### config.mk
export PLATFORM = sky130hd
export DESIGN_NAME = serial_baud_rate_generator
export DESIGN_NICKNAME = d
export VERILOG_FILES = /design/src/hw/rate_gen_pkg.sv /design/src/hw/rate_cfg_if.sv /design/src/hw/rate_counter.sv /design/src/hw/serial_clock_pin.sv /design/src/hw/serial_baud_rate_generator.sv
export SDC_FILE = /design/constraint.sdc
export NUM_CORES = 1
export LEC_CHECK = 0
export ABC_AREA = 1
export BUFFER_PORTS_ARGS = -buffer_cell sky130_fd_sc_hd__buf_2
export CAP_MARGIN = 25
export CORE_UTILIZATION = 52
export DETAILED_ROUTE_END_ITERATION = 6
export GPL_TIMING_DRIVEN = 0
export MAX_ROUTING_LAYER = met4
export PLACE_DENSITY = 0.77
export SYNTH_ARGS = -nofsm -noshare
export SYNTH_HDL_FRONTEND = slang
export SYNTH_HIERARCHICAL = 1
export SYNTH_SLANG_ARGS = --single-unit
### constraint.sdc
create_clock -name clk_sys -period 3.4 [get_ports clk_sys]
set_input_delay 0.34 -clock clk_sys [delete_from_list [all_inputs] [get_ports clk_sys]]
set_output_delay 0.34 -clock clk_sys [all_outputs]
set_load 0.05 [all_outputs]
### src/hw/rate_gen_pkg.sv
// Register map, field positions, reset values and multiplier shifts for the rate generator
package rate_gen_pkg;
	localparam int ADDR_W = 8;
	// Byte offsets of the register words
	localparam logic [7:0] OFS_BAUD_CONTROL = 8'h00;
	localparam logic [7:0] OFS_RECEIVE_STATUS_CONTROL = 8'h04;
	localparam logic [7:0] OFS_RATE_DIVISOR_LOW = 8'h08;
	localparam logic [7:0] OFS_RATE_DIVISOR_HIGH = 8'h0c;
	localparam logic [7:0] OFS_TRANSMIT_STATUS_CONTROL = 8'h10;
	localparam logic [7:0] OFS_RATE_COUNT_STATUS = 8'h14;
	// baud_control fields
	localparam int BIT_RECEIVER_IDLE = 6;
	localparam int BIT_CLOCK_POLARITY = 4;
	localparam int BIT_WIDE_COUNTER = 3;
	localparam int BIT_WAKE_ENABLE = 1;
	localparam int BIT_AUTO_RATE_ENABLE = 0;
	localparam logic [7:0] BAUD_CONTROL_WMASK = 8'h1b;
	localparam logic [7:0] BAUD_CONTROL_RESET = 8'h00;
	// receive_status_control fields
	localparam int BIT_PORT_ENABLE = 7;
	localparam logic [7:0] RECEIVE_STATUS_CONTROL_WMASK = 8'hf8;
	localparam logic [7:0] RECEIVE_STATUS_CONTROL_RESET = 8'h00;
	// transmit_status_control fields
	localparam int BIT_CLOCK_SOURCE = 7;
	localparam int BIT_SYNC_MODE = 4;
	localparam int BIT_HIGH_SPEED = 2;
	localparam int BIT_SHIFT_EMPTY = 1;
	localparam logic [7:0] TRANSMIT_STATUS_CONTROL_WMASK = 8'hfd;
	localparam logic [7:0] TRANSMIT_STATUS_CONTROL_RESET = 8'h00;
	localparam logic [7:0] DIVISOR_RESET = 8'h00;
	// Prescale shifts: M = 2**shift
	localparam logic [2:0] SHIFT_M64 = 3'h6;
	localparam logic [2:0] SHIFT_M16 = 3'h4;
	localparam logic [2:0] SHIFT_M4 = 3'h2;
	localparam logic [1:0] RESP_OKAY = 2'h0;
	localparam logic [1:0] RESP_SLVERR = 2'h2;
endpackage

### src/hw/rate_cfg_if.sv
// Configuration and status carried between the register block and the rate counter
`timescale 1ns/10ps
interface rate_cfg_if;
	logic [15:0] divisor;
	logic wide_counter_select;
	logic high_speed_select;
	logic sync_mode_select;
	logic clear;
	logic [15:0] count;
	logic tick;
	logic clock_level;
	modport regs (output divisor, wide_counter_select, high_speed_select, sync_mode_select, clear,
		input count, tick, clock_level);
	modport counter (input divisor, wide_counter_select, high_speed_select, sync_mode_select, clear,
		output count, tick, clock_level);
endinterface

### src/hw/rate_counter.sv
// Free-running prescaler and divisor counter producing the bit-rate tick
`timescale 1ns/10ps
module rate_counter (
	// Clock and reset
	input wire logic clk_sys,
	input wire logic rst_n,
	// Configuration and status
	rate_cfg_if.counter cfg
);
	logic [5:0] pre;
	logic [15:0] count;
	logic tick;
	logic clock_level;
	wire logic [2:0] shift = cfg.sync_mode_select ? rate_gen_pkg::SHIFT_M4 :
		cfg.wide_counter_select ? (cfg.high_speed_select ? rate_gen_pkg::SHIFT_M4 : rate_gen_pkg::SHIFT_M16) :
		(cfg.high_speed_select ? rate_gen_pkg::SHIFT_M16 : rate_gen_pkg::SHIFT_M64);
	wire logic [5:0] pre_last = 6'((7'h01 << shift) - 7'h01);
	// Only the low byte counts in 8-bit mode
	wire logic [15:0] n_eff = cfg.wide_counter_select ? cfg.divisor : {8'h00, cfg.divisor[7:0]};
	wire logic pre_wrap = (pre == pre_last);
	wire logic count_wrap = pre_wrap && (count >= n_eff);
	// Position inside the bit period, compared with half the period for the serial clock duty
	wire logic [22:0] position = 23'((23'(count) << shift) | 23'(pre));
	wire logic [22:0] half_period = 23'((24'(n_eff) + 24'h000001) << (shift - 3'h1));
	wire logic next_clock_level = (position < half_period);

	always_ff @(posedge clk_sys or negedge rst_n) begin
		if (!rst_n) begin
			pre <= 6'h00;
			count <= 16'h0000;
			tick <= 1'b0;
			clock_level <= 1'b0;
		end else if (cfg.clear) begin
			pre <= 6'h00;
			count <= 16'h0000;
			tick <= 1'b0;
			clock_level <= 1'b0;
		end else begin
			pre <= pre_wrap ? 6'h00 : 6'(pre + 6'h01);
			count <= count_wrap ? 16'h0000 : (pre_wrap ? 16'(count + 16'h0001) : count);
			tick <= count_wrap;
			clock_level <= next_clock_level;
		end
	end

	assign cfg.count = count;
	assign cfg.tick = tick;
	assign cfg.clock_level = clock_level;
endmodule // rate_counter

### src/hw/serial_clock_pin.sv
// Serial clock pin: drives the generated clock as master, synchronises the pin as slave
`timescale 1ns/10ps
module serial_clock_pin (
	// Clock and reset
	input wire logic clk_sys,
	input wire logic rst_n,
	// Selection
	input wire logic master,
	input wire logic invert,
	input wire logic generated_level,
	// Pin
	input wire logic clock_pin_in,
	output logic clock_pin_out,
	output logic clock_pin_oe,
	// Clock level seen by the shifters
	output logic serial_clock
);
	logic pin_meta;
	logic pin_sync;
	logic drive;
	logic level_out;

	// Pin is asynchronous, so two flops before use
	always_ff @(posedge clk_sys or negedge rst_n) begin
		if (!rst_n) begin
			pin_meta <= 1'b0;
			pin_sync <= 1'b0;
			drive <= 1'b0;
			level_out <= 1'b0;
		end else begin
			pin_meta <= clock_pin_in;
			pin_sync <= pin_meta;
			drive <= master;
			level_out <= generated_level ^ invert;
		end
	end

	assign clock_pin_out = level_out;
	assign clock_pin_oe = drive;
	assign serial_clock = drive ? level_out : pin_sync;
endmodule // serial_clock_pin

### src/hw/serial_baud_rate_generator.sv
// Rate generator top: AXI4-Lite register slave, divisor pair and serial clock selection
//
// Implementation choices: the AXI4-Lite slave port and the register addresses.
`timescale 1ns/10ps
module serial_baud_rate_generator (
	// Clock and reset
	input wire logic clk_sys,
	input wire logic rst_n,
	// AXI4-Lite write address
	input wire logic [7:0] s_axi_awaddr,
	input wire logic [2:0] s_axi_awprot,
	input wire logic s_axi_awvalid,
	output logic s_axi_awready,
	// AXI4-Lite write data
	input wire logic [31:0] s_axi_wdata,
	input wire logic [3:0] s_axi_wstrb,
	input wire logic s_axi_wvalid,
	output logic s_axi_wready,
	// AXI4-Lite write response
	output logic [1:0] s_axi_bresp,
	output logic s_axi_bvalid,
	input wire logic s_axi_bready,
	// AXI4-Lite read address
	input wire logic [7:0] s_axi_araddr,
	input wire logic [2:0] s_axi_arprot,
	input wire logic s_axi_arvalid,
	output logic s_axi_arready,
	// AXI4-Lite read data
	output logic [31:0] s_axi_rdata,
	output logic [1:0] s_axi_rresp,
	output logic s_axi_rvalid,
	input wire logic s_axi_rready,
	// Receiver status, same clock
	input wire logic receiver_idle_flag,
	// Serial clock pin
	input wire logic clock_pin_in,
	output logic clock_pin_out,
	output logic clock_pin_oe,
	// To the shifters
	output logic rate_tick,
	output logic serial_clock,
	output logic sync_mode_select,
	output logic high_speed_select,
	output logic port_enable
);
	rate_cfg_if cfg ();

	logic [7:0] baud_control;
	logic [7:0] receive_status_control;
	logic [7:0] rate_divisor_low_reg;
	logic [7:0] rate_divisor_high_reg;
	logic [7:0] transmit_status_control;
	logic [7:0] aw_addr;
	logic aw_held;
	logic [31:0] w_data;
	logic [3:0] w_strb;
	logic w_held;
	logic bvalid;
	logic [1:0] bresp;
	logic rvalid;
	logic [31:0] rdata;
	logic [1:0] rresp;
	logic divisor_clear;

	// Write channel: address and data taken in either order, response after both
	wire logic aw_take = s_axi_awvalid && s_axi_awready;
	wire logic w_take = s_axi_wvalid && s_axi_wready;
	wire logic write_go = aw_held && w_held && !bvalid;
	wire logic lane0 = w_strb[0];
	wire logic [7:0] wbyte = w_data[7:0];
	wire logic sel_baud = (aw_addr == rate_gen_pkg::OFS_BAUD_CONTROL);
	wire logic sel_rx = (aw_addr == rate_gen_pkg::OFS_RECEIVE_STATUS_CONTROL);
	wire logic sel_low = (aw_addr == rate_gen_pkg::OFS_RATE_DIVISOR_LOW);
	wire logic sel_high = (aw_addr == rate_gen_pkg::OFS_RATE_DIVISOR_HIGH);
	wire logic sel_tx = (aw_addr == rate_gen_pkg::OFS_TRANSMIT_STATUS_CONTROL);
	wire logic sel_cnt = (aw_addr == rate_gen_pkg::OFS_RATE_COUNT_STATUS);
	wire logic w_mapped = sel_baud || sel_rx || sel_low || sel_high || sel_tx || sel_cnt;
	wire logic wr_baud = write_go && sel_baud && lane0;
	wire logic wr_rx = write_go && sel_rx && lane0;
	wire logic wr_low = write_go && sel_low && lane0;
	wire logic wr_high = write_go && sel_high && lane0;
	wire logic wr_tx = write_go && sel_tx && lane0;

	// Masked merges keep read-only bits at their held value
	wire logic [7:0] next_baud_control = (baud_control & ~rate_gen_pkg::BAUD_CONTROL_WMASK) |
		(wbyte & rate_gen_pkg::BAUD_CONTROL_WMASK);
	wire logic [7:0] next_receive_status_control =
		(receive_status_control & ~rate_gen_pkg::RECEIVE_STATUS_CONTROL_WMASK) |
		(wbyte & rate_gen_pkg::RECEIVE_STATUS_CONTROL_WMASK);
	wire logic [7:0] next_transmit_status_control =
		(transmit_status_control & ~rate_gen_pkg::TRANSMIT_STATUS_CONTROL_WMASK) |
		(wbyte & rate_gen_pkg::TRANSMIT_STATUS_CONTROL_WMASK);

	assign s_axi_awready = !aw_held && !bvalid;
	assign s_axi_wready = !w_held && !bvalid;
	assign s_axi_bvalid = bvalid;
	assign s_axi_bresp = bresp;

	always_ff @(posedge clk_sys or negedge rst_n) begin
		if (!rst_n) begin
			aw_held <= 1'b0;
			aw_addr <= 8'h00;
		end else if (aw_take) begin
			aw_held <= 1'b1;
			aw_addr <= s_axi_awaddr;
		end else if (write_go) begin
			aw_held <= 1'b0;
		end
	end

	always_ff @(posedge clk_sys or negedge rst_n) begin
		if (!rst_n) begin
			w_held <= 1'b0;
			w_data <= 32'h00000000;
			w_strb <= 4'h0;
		end else if (w_take) begin
			w_held <= 1'b1;
			w_data <= s_axi_wdata;
			w_strb <= s_axi_wstrb;
		end else if (write_go) begin
			w_held <= 1'b0;
		end
	end

	always_ff @(posedge clk_sys or negedge rst_n) begin
		if (!rst_n) begin
			bvalid <= 1'b0;
			bresp <= rate_gen_pkg::RESP_OKAY;
		end else if (write_go) begin
			bvalid <= 1'b1;
			bresp <= w_mapped ? rate_gen_pkg::RESP_OKAY : rate_gen_pkg::RESP_SLVERR;
		end else if (s_axi_bready) begin
			bvalid <= 1'b0;
		end
	end

	// Control registers
	always_ff @(posedge clk_sys or negedge rst_n) begin
		if (!rst_n) begin
			baud_control <= rate_gen_pkg::BAUD_CONTROL_RESET;
			receive_status_control <= rate_gen_pkg::RECEIVE_STATUS_CONTROL_RESET;
			transmit_status_control <= rate_gen_pkg::TRANSMIT_STATUS_CONTROL_RESET;
		end else begin
			if (wr_baud) begin
				baud_control <= next_baud_control;
			end
			if (wr_rx) begin
				receive_status_control <= next_receive_status_control;
			end
			if (wr_tx) begin
				transmit_status_control <= next_transmit_status_control;
			end
		end
	end

	// Divisor pair; any write restarts the timer so a new rate needs no old overflow
	always_ff @(posedge clk_sys or negedge rst_n) begin
		if (!rst_n) begin
			rate_divisor_low_reg <= rate_gen_pkg::DIVISOR_RESET;
			rate_divisor_high_reg <= rate_gen_pkg::DIVISOR_RESET;
			divisor_clear <= 1'b0;
		end else begin
			if (wr_low) begin
				rate_divisor_low_reg <= wbyte;
			end
			if (wr_high) begin
				rate_divisor_high_reg <= wbyte;
			end
			divisor_clear <= wr_low || wr_high;
		end
	end

	// Read channel
	wire logic ar_take = s_axi_arvalid && s_axi_arready;
	wire logic rsel_baud = (s_axi_araddr == rate_gen_pkg::OFS_BAUD_CONTROL);
	wire logic rsel_rx = (s_axi_araddr == rate_gen_pkg::OFS_RECEIVE_STATUS_CONTROL);
	wire logic rsel_low = (s_axi_araddr == rate_gen_pkg::OFS_RATE_DIVISOR_LOW);
	wire logic rsel_high = (s_axi_araddr == rate_gen_pkg::OFS_RATE_DIVISOR_HIGH);
	wire logic rsel_tx = (s_axi_araddr == rate_gen_pkg::OFS_TRANSMIT_STATUS_CONTROL);
	wire logic rsel_cnt = (s_axi_araddr == rate_gen_pkg::OFS_RATE_COUNT_STATUS);
	wire logic r_mapped = rsel_baud || rsel_rx || rsel_low || rsel_high || rsel_tx || rsel_cnt;
	// Idle flag is live from the receiver; no transmitter here, so shift-empty reads set
	wire logic [7:0] baud_view = baud_control | (8'(receiver_idle_flag) << rate_gen_pkg::BIT_RECEIVER_IDLE);
	wire logic [7:0] tx_view = transmit_status_control | (8'h01 << rate_gen_pkg::BIT_SHIFT_EMPTY);
	wire logic [31:0] read_mux =
		rsel_baud ? {24'h000000, baud_view} :
		rsel_rx ? {24'h000000, receive_status_control} :
		rsel_low ? {24'h000000, rate_divisor_low_reg} :
		rsel_high ? {24'h000000, rate_divisor_high_reg} :
		rsel_tx ? {24'h000000, tx_view} :
		rsel_cnt ? {16'h0000, cfg.count} : 32'h00000000;

	assign s_axi_arready = !rvalid;
	assign s_axi_rvalid = rvalid;
	assign s_axi_rdata = rdata;
	assign s_axi_rresp = rresp;

	always_ff @(posedge clk_sys or negedge rst_n) begin
		if (!rst_n) begin
			rvalid <= 1'b0;
			rdata <= 32'h00000000;
			rresp <= rate_gen_pkg::RESP_OKAY;
		end else if (ar_take) begin
			rvalid <= 1'b1;
			rdata <= read_mux;
			rresp <= r_mapped ? rate_gen_pkg::RESP_OKAY : rate_gen_pkg::RESP_SLVERR;
		end else if (s_axi_rready) begin
			rvalid <= 1'b0;
		end
	end

	// Configuration towards the counter
	assign cfg.divisor = {rate_divisor_high_reg, rate_divisor_low_reg};
	assign cfg.wide_counter_select = baud_control[rate_gen_pkg::BIT_WIDE_COUNTER];
	assign cfg.high_speed_select = transmit_status_control[rate_gen_pkg::BIT_HIGH_SPEED];
	assign cfg.sync_mode_select = transmit_status_control[rate_gen_pkg::BIT_SYNC_MODE];
	assign cfg.clear = divisor_clear;

	rate_counter u_counter (
		.clk_sys(clk_sys),
		.rst_n(rst_n),
		.cfg(cfg)
	);

	// Master drives the pin only in sync mode with the port enabled
	wire logic clock_master = cfg.sync_mode_select &&
		transmit_status_control[rate_gen_pkg::BIT_CLOCK_SOURCE] &&
		receive_status_control[rate_gen_pkg::BIT_PORT_ENABLE];

	serial_clock_pin u_pin (
		.clk_sys(clk_sys),
		.rst_n(rst_n),
		.master(clock_master),
		.invert(baud_control[rate_gen_pkg::BIT_CLOCK_POLARITY]),
		.generated_level(cfg.clock_level),
		.clock_pin_in(clock_pin_in),
		.clock_pin_out(clock_pin_out),
		.clock_pin_oe(clock_pin_oe),
		.serial_clock(serial_clock)
	);

	assign rate_tick = cfg.tick;
	assign sync_mode_select = cfg.sync_mode_select;
	assign high_speed_select = cfg.high_speed_select;
	assign port_enable = receive_status_control[rate_gen_pkg::BIT_PORT_ENABLE];
endmodule // serial_baud_rate_generator

==> reports/metrics.csv, run 1 <==
stage;metric;value;unit
worst_setup_path;CP arrival;3.51;ns
grt;number of global-route vias before repair;6066;
yosys;Mapped Area;7022;um2
yosys;Avg Inst Size Synth;7.591;um2
worst_setup_path;worst r2r dst;u_counter/cfg.clock_level$_DFF_PN0_;
routing;Avg WL per Cell;15.59;um
worst_setup_path;CP startpoint kind;flip-flop;
layout;fin cells;1205;
clocking;htree depth;3;
flow_run;Max-cap violations;0;
worst_setup_path;RR Startpoint;transmit_status_control[2]$_DFFE_PN0P_;
sta;Fin. Hold Viols;0;
clocking;CTS tree;built;
layout;fin nets;1137;
sta;Final Skew;0.006948;ns
routing;Routed Antenna Nets;0;
routing;First-pass DRT Iterations;6;
sta;period utilization;95.04;%
clocking;CTS sink cnt;100;
yosys;Yosys warnings;6;
power_and_ir_drop;Static Leak;4.076;nW
yosys;count of state elements after synthesis;100;
status;outcome;finished, final reports clean;
worst_setup_path;crit path max fanout;11;
yosys;ys async rst share;100.0;%
worst_setup_path;Worst setup EP type;flip-flop;
routing;Avg Vias per Cell;5.432;
clocking;Reg clk slew, reported paths;0.08;ns
min_path;Hold Crit Depth;1;
die;Initial Util;53.23;%
sta;Min Clock Period, post-route;3.231;ns
clocking;Num CTS Buffers;9;
layout;Syn-to-layout area delta;15.20;%
worst_setup_path;Worst Path Required;3.67;ns
routing;DRT Wirelength;18790;um
grt;GRT Total Usage;28.87;%
routing;DRC Markers;0;
placed_design;Placer Congestion;0.9968;
layout;proportion of layout cells with a drive suffix above 1;20.80;%
clocking;Clock Latency Late Sink;0.36;ns
die;Core ar.;13190;um2
die;# IOs;115;
yosys;Post-synth EDFFs;0;
grt;first-pass GRT wire length;30420;um
sta;fmax;309.5;MHz
sta;Worst slew margin;65.03;%
min_path;Min-Delay Endpoint;u_pin/pin_meta$_DFF_PN0_;
placed_design;dpl hpwl;14500;um
min_path;worst hold start;clock_pin_in;
clocking;CTS max path bufs;2;
power_and_ir_drop;peak supply drop;0.5241;mV
grt;largest net degree at the start of global routing;65;
die;die width;118.2;um
yosys;Primary FF master, synth;dfrtp_1;
layout;Final Util;61.33;%
worst_setup_path;r2r worst-path depth;16;
yosys;Post-Syn Instances;925;
min_path;hold crit path type;input pin to flip-flop;
die;die area;13970;um2
sta;Least-Margin Pin Slew;0.5246;ns
placed_design;port bufs;63;
die;DIE HEIGHT;118.2;um
layout;number of antenna diodes;0;
worst_setup_path;reg2reg setup slack;0.17;ns
die;row count;42;
sta;Slew Limit Fails;0;
worst_setup_path;Setup CP Type;flip-flop to flip-flop;
power_and_ir_drop;pwr dens;550.0;nW/um2
routing;initial drt markers;471;
yosys;register area share after synthesis;35.64;%
clocking;clk root buf;clkbuf_16;
grt;GR Overflow Total;0;
sta;Setup Viol. Count Final;0;
yosys;synth unique cells;48;
grt;initial antenna violation count;0;
routing;vias;6545;
placed_design;Inst Count DP;1182;
==> cells in the mapped netlist, types with 2 or more instances <==
master	n	area share (%)
o21bai_1	2	0.21
nand2_1	226	12
nor2_2	10	0.89
buf_4	18	1.9
buf_2	10	0.71
buf_6	7	1.1
dfrtp_1	100	36
o21ai_0	52	3.7
clkbuf_1	7	0.37
nor3_1	7	0.50
nand3_1	75	5.3
a21oi_1	38	2.7
nand2_2	11	0.98
nor3_4	4	0.93
nor2_4	3	0.48
nor4_1	3	0.27
nand4_4	2	0.61
nor3_2	2	0.29
mux2i_1	4	0.57
mux2_2	6	0.96
ha_1	46	8.2
nor2_1	85	4.5
nand3_2	7	1.0
xor2_1	17	2.1
or2_2	3	0.27
inv_1	86	4.6
o21ai_1	24	1.7
o21a_1	3	0.32
o21ai_2	21	2.6
nand4_1	21	1.9
or2_1	2	0.18
inv_2	7	0.37
==> critical path: stages (launching register included) <==
cell and delay [ns]:
dfrtp_2 0.46, ha_1 0.25, nor2_4 0.18, inv_4 0.08, clkbuf_8 0.17, ha_1 0.27, buf_4 0.17, buf_2 0.20
o21ai_1 0.24, ha_1 0.29, nand2_1 0.07, nor2_1 0.04, a211oi_1 0.19, o21ai_0 0.14, a21oi_2 0.17, nor2_1 0.08
nor2_2 0.15
==> layout by cell type, fill, tap and decap left out, types with 6 or more instances in the layout <==
cell type	synthesis	layout
nor2_1	85	84
inv_1	86	86
nand4_1	21	21
o21ai_1	24	24
nand3_1	75	75
dfrtp_1	100	96
buf_6	7	8
nand2_1	226	226
xor2_1	17	17
buf_4	18	30
ha_1	46	46
o21ai_2	21	21
conb_1	1	18
nand2_2	11	11
a21oi_1	38	37
nand3_2	7	7
nor3_1	7	7
nor2_2	10	9
buf_2	10	70
mux2_2	6	6
o21ai_0	52	52
clkbuf_16	0	9
==> layer usage <==
metal | global-route usage (%) | part of all wire (%) | vias to the layer above
met2 | 45.59 | 47 | 219
met5 | - | 0 | -
met3 | 5.888 | 6.4 | 47
li1 | - | - | 3215
met1 | 36.61 | 43 | 3064
met4 | 10.82 | 3.1 | 0
==> worst max-delay path by stage <==
stage / from / cells past startpoint / to / slack [ns]
2_1_floorplan: transmit_status_control[2]$_DFFE_PN0P_ / 18 / u_counter/cfg.clock_level$_DFF_PN0_ / 0.06
3_3_place_gp: baud_control[3]$_DFFE_PN0P_ / 18 / u_counter/cfg.clock_level$_DFF_PN0_ / -0.94
3_5_place_dp: baud_control[3]$_DFFE_PN0P_ / 18 / u_counter/cfg.clock_level$_DFF_PN0_ / -0.94
4_1_cts: baud_control[3]$_DFFE_PN0P_ / 18 / u_counter/cfg.clock_level$_DFF_PN0_ / 0.02
5_1_grt: rate_divisor_low_reg[0]$_DFFE_PN0P_ / 20 / u_counter/cfg.clock_level$_DFF_PN0_ / -0.02
6_report: transmit_status_control[2]$_DFFE_PN0P_ / 16 / u_counter/cfg.clock_level$_DFF_PN0_ / 0.17
==> logic make-up (layout without fill, tap and decap cells) <==
group,Yosys count,in the layout,synth area share (%)
AND/OR/NAND/NOR,466,466,31.09
buffers and inverters,137,224,9.213
adder cells (fa/ha/maj),46,46,8.197
multiplexers,10,10,1.532
AO/OA/AOI/OAI,147,147,12.03
flip-flops,100,100,35.64
other,1,18,0.05341
XOR/XNOR,18,18,2.245
==> timing repair <==
item                                    in CTS  in global routing
resized for setup                           14                  6
pin swaps                                    2                  1
endpoints found under the setup margin      20                  1
endpoints found under the hold margin       36                  0
setup buffers                                3                  7
hold buffers                                 1                  0
==> cell type report <==
cell class | count | area (um2)
plain buffers | 39 | 297.8
clock buffers | 10 | 239.0
clock inverters | 6 | 81.33
fillers | 1266 | 5101
inverters | 94 | 360.3
multi-input cells | 705 | 3953
flip-flops and latches | 100 | 2507
well taps | 176 | 220.2
repair buffers | 75 | 430.4
==> per-stage QoR <==
stage | hold slack, ns | total power [W] | worst slack (ns) | TNS (ns) | instance area (um2)
2_1_floorplan | 0.04441 | 0.002839 | 0.05787 | 0 | 7087
3_3_place_gp | 0.3311 | 0.003244 | -0.9358 | -2.838 | 7622
3_5_place_dp | 0.3358 | 0.003288 | -0.9417 | -2.895 | 7652
4_1_cts | 0.07132 | 0.004468 | 0.02400 | 0 | 8041
5_1_grt | 0.06973 | 0.004734 | -0.02152 | -0.02152 | 8089
6_report | 0.08291 | 0.004449 | 0.1687 | 0 | 8089
==> report_power, final <==
group	internal (W)	switching, W	leakage, nW
sequential	0.00141	0.000206	1.30
clock	0.000606	0.000504	0.150
combinational	0.000589	0.00113	2.63
total	0.00260	0.00184	4.08
(Power assumes the default switching activity.)
==> run 2, diff against run 1 <==
--- a/config.mk
+++ b/config.mk
@@ -8,11 +8,12 @@
 export ABC_AREA = 1
 export BUFFER_PORTS_ARGS = -buffer_cell sky130_fd_sc_hd__buf_2
 export CAP_MARGIN = 25
-export CORE_UTILIZATION = 52
+export CORE_UTILIZATION = 25
+export CTS_BUF_LIST = sky130_fd_sc_hd__clkbuf_16
 export DETAILED_ROUTE_END_ITERATION = 6
 export GPL_TIMING_DRIVEN = 0
 export MAX_ROUTING_LAYER = met4
-export PLACE_DENSITY = 0.77
+export PLACE_DENSITY = 0.43
 export SYNTH_ARGS = -nofsm -noshare
 export SYNTH_HDL_FRONTEND = slang
 export SYNTH_HIERARCHICAL = 1
==> reports/metrics.csv, run 2 (synthesis gave the netlist of run 1 again) <==
stage;metric;value;unit;change
worst_setup_path;CP arrival;3.48;ns;was 3.51 ns
routing;Routed Antenna Nets;0;;unchanged
power_and_ir_drop;sw power;0.001927;W;was 0.001844 W
min_path;Hold Crit Depth;1;;unchanged
routing;DRC Markers;0;;unchanged
placed_design;Setup Slack @ Placement;-1.010;ns;was -0.9417 ns
worst_setup_path;RR Startpoint;baud_control[3]$_DFFE_PN0P_;;was transmit_status_control[2]$_DFFE_PN0P_
placed_design;dpl hpwl;16870;um;was 14500 um
placed_design;Placer Congestion;0.8768;;was 0.9968
die;Initial Util;25.77;%;was 53.23%
worst_setup_path;Setup CP Type;flip-flop to flip-flop;;unchanged
sta;Final Skew;0.01381;ns;was 0.006948 ns
clocking;htree depth;3;;unchanged
routing;First-pass DRT Iterations;4;;was 6
worst_setup_path;r2r worst-path depth;18;;was 16
sta;Least-Margin Pin Slew;0.5662;ns;was 0.5246 ns
die;# IOs;115;;unchanged
clocking;CTS sink cnt;100;;unchanged
worst_setup_path;Worst Path Required;3.66;ns;was 3.67 ns
power_and_ir_drop;total power;0.004523;W;was 0.004449 W
worst_setup_path;reg2reg setup slack;0.19;ns;was 0.17 ns
sta;Slew Limit Fails;0;;unchanged
power_and_ir_drop;Static Leak;4.081;nW;was 4.076 nW
min_path;Min-Delay Endpoint;u_pin/pin_meta$_DFF_PN0_;;unchanged
sta;Worst slew margin;62.11;%;was 65.03%
clocking;clk root buf;clkbuf_16;;unchanged
sta;Setup Viol. Count Final;0;;unchanged
min_path;worst hold start;clock_pin_in;;unchanged
worst_setup_path;worst r2r dst;u_counter/cfg.clock_level$_DFF_PN0_;;unchanged
clocking;Reg clk slew, reported paths;0.08;ns;about the same
layout;fin nets;1140;;was 1137
routing;initial drt markers;393;;was 471
grt;initial antenna violation count;0;;unchanged
routing;Avg Vias per Cell;4.493;;was 5.432
clocking;CTS tree;built;;unchanged
power_and_ir_drop;Combinational Power Share;39.4;%;was 38.7%
layout;Final Util;30.64;%;was 61.33%
layout;proportion of layout cells with a drive suffix above 1;20.93;%;was 20.80%
flow_run;Max-cap violations;0;;unchanged
grt;GRT Total Usage;15.70;%;was 28.87%
clocking;Clock Latency Late Sink;0.36;ns;about the same
routing;vias;6308;;was 6545
power_and_ir_drop;peak supply drop;0.4326;mV;was 0.5241 mV
die;die area;28760;um2;was 13970 um2
layout;most frequent cells in the layout;nand2_1 (226), dfrtp_1 (97), inv_1 (86), nor2_1 (84), nand3_1 (75);;was nand2_1 (226), dfrtp_1 (96), inv_1 (86), nor2_1 (84), nand3_1 (75)
grt;largest net degree at the start of global routing;66;;was 65
power_and_ir_drop;share of total power in sequential cells;36.0;%;was 36.3%
worst_setup_path;Worst setup EP type;flip-flop;;unchanged
status;outcome;finished, final reports clean;;unchanged
die;Core ar.;27250;um2;was 13190 um2
routing;Avg WL per Cell;15.19;um;was 15.59 um
grt;GR Layer Usage met1;21.26;%;was 36.61%
sta;Min Clock Period, post-route;3.213;ns;was 3.231 ns
worst_setup_path;crit path max fanout;10;;was 11
routing;DRT Wirelength;21320;um;was 18790 um
min_path;hold crit path type;input pin to flip-flop;;unchanged
worst_setup_path;CP startpoint kind;flip-flop;;unchanged
layout;most common cell after layout, fill and taps aside;nand2_1;;unchanged
placed_design;Inst Count DP;1378;;was 1182
clocking;Num CTS Buffers;9;;unchanged
power_and_ir_drop;Sw Ratio;42.60;%;was 41.45%
sta;fmax;311.2;MHz;was 309.5 MHz
die;row count;60;;was 42
sta;period utilization;94.51;%;was 95.04%
grt;number of global-route vias before repair;5967;;was 6066
layout;number of antenna diodes;0;;unchanged
grt;grt met2 use;24.48;%;was 45.59%
power_and_ir_drop;Pint;0.002596;W;was 0.002605 W
placed_design;port bufs;63;;unchanged
sta;Worst Setup Slack, final;0.1868;ns;was 0.1687 ns
grt;first-pass GRT wire length;33490;um;was 30420 um
grt;met3 Use GR;2.565;%;was 5.888%
sta;Fin. Hold Viols;0;;unchanged
power_and_ir_drop;Clock power frac;24.7;%;was 24.9%
layout;Syn-to-layout area delta;18.92;%;was 15.20%
die;die width;169.6;um;was 118.2 um
layout;Fillers;3019;;was 1266
power_and_ir_drop;pwr dens;541.6;nW/um2;was 550.0 nW/um2
grt;busiest grt layer;met2;;unchanged
die;DIE HEIGHT;169.6;um;was 118.2 um
clocking;CTS max path bufs;2;;unchanged
grt;GR Overflow Total;0;;unchanged
layout;fin cells;1404;;was 1205
[run 2: power groups by stage]
stage / combinational (W) / clock [W] / sequential, W
detailed placement: 0.00173 / 0 / 0.00165
finish: 0.00178 / 0.00112 / 0.00163
global route: 0.00201 / 0.00119 / 0.00166
floorplan: 0.00118 / 0 / 0.00166
CTS: 0.00178 / 0.00115 / 0.00163
global placement: 0.00171 / 0 / 0.00165
[run 2: layout make-up]
type / count / area (um2) / share of cell area, %
Inverter: 94 / 357.8 / 4.285
Clock inverter: 7 / 92.59 / 1.109
Clock buffer: 9 / 225.2 / 2.697
Buffer: 42 / 314.1 / 3.761
Sequential cell: 100 / 2506 / 30.01
Multi-Input combinational cell: 705 / 3961 / 47.44
Timing Repair Buffer: 75 / 427.9 / 5.124
Tap cell: 372 / 465.4 / 5.574
[run 2: worst max path at each step]
| stage | to | slack, ns | startpoint | cells after the start |
|---|---|---|---|---|
| finish | u_counter/cfg.clock_level$_DFF_PN0_ | 0.19 | baud_control[3]$_DFFE_PN0P_ | 18 |
| detailed placement | u_counter/cfg.clock_level$_DFF_PN0_ | -1.01 | baud_control[3]$_DFFE_PN0P_ | 18 |
| global placement | u_counter/cfg.clock_level$_DFF_PN0_ | -0.98 | baud_control[3]$_DFFE_PN0P_ | 18 |
| global route | u_counter/cfg.clock_level$_DFF_PN0_ | -0.02 | baud_control[3]$_DFFE_PN0P_ | 18 |
| floorplan | u_counter/cfg.clock_level$_DFF_PN0_ | 0.06 | transmit_status_control[2]$_DFFE_PN0P_ | 18 |
| CTS | u_counter/cfg.clock_level$_DFF_PN0_ | -0.18 | baud_control[3]$_DFFE_PN0P_ | 18 |
[run 2: worst max-delay path: stages (launching register included)]
cell,delay [ns]
dfrtp_2,0.47
ha_2,0.36
inv_1,0.06
nor2_4,0.20
buf_6,0.16
ha_1,0.22
clkbuf_4,0.18
inv_4,0.12
buf_6,0.15
nand3_1,0.08
nand2_1,0.07
ha_1,0.25
nand2_1,0.08
nor2_1,0.05
a211oi_2,0.16
o21ai_0,0.12
a21oi_1,0.12
nor2_1,0.08
nor2_4,0.17
[run 2: metal layers]
metal,vias up,share of wire (%)
met2,131,45
met3,13,3.9
li1,3231,-
met5,-,0
met1,2933,49
met4,0,1.3
[run 2: timing repair]
action,CTS,global route
hold buffers,1,0
buffers inserted,0,10
endpoints found under the setup margin,24,13
pin swaps,0,3
gates resized for setup,9,16
endpoints found under the hold margin,35,0
[run 2: through the flow]
| stage | cell area (um2) | TNS [ns] | hold WS, ns |
|---|---|---|---|
| final | 8351 | 0 | 0.08876 |
| after CTS | 8247 | -0.1791 | 0.07576 |
| after global placement | 7868 | -6.506 | 0.3343 |
| after floorplan | 7087 | 0 | 0.04441 |
| after detailed placement | 7898 | -6.264 | 0.3358 |
| after global routing | 8351 | -0.01809 | 0.07482 |
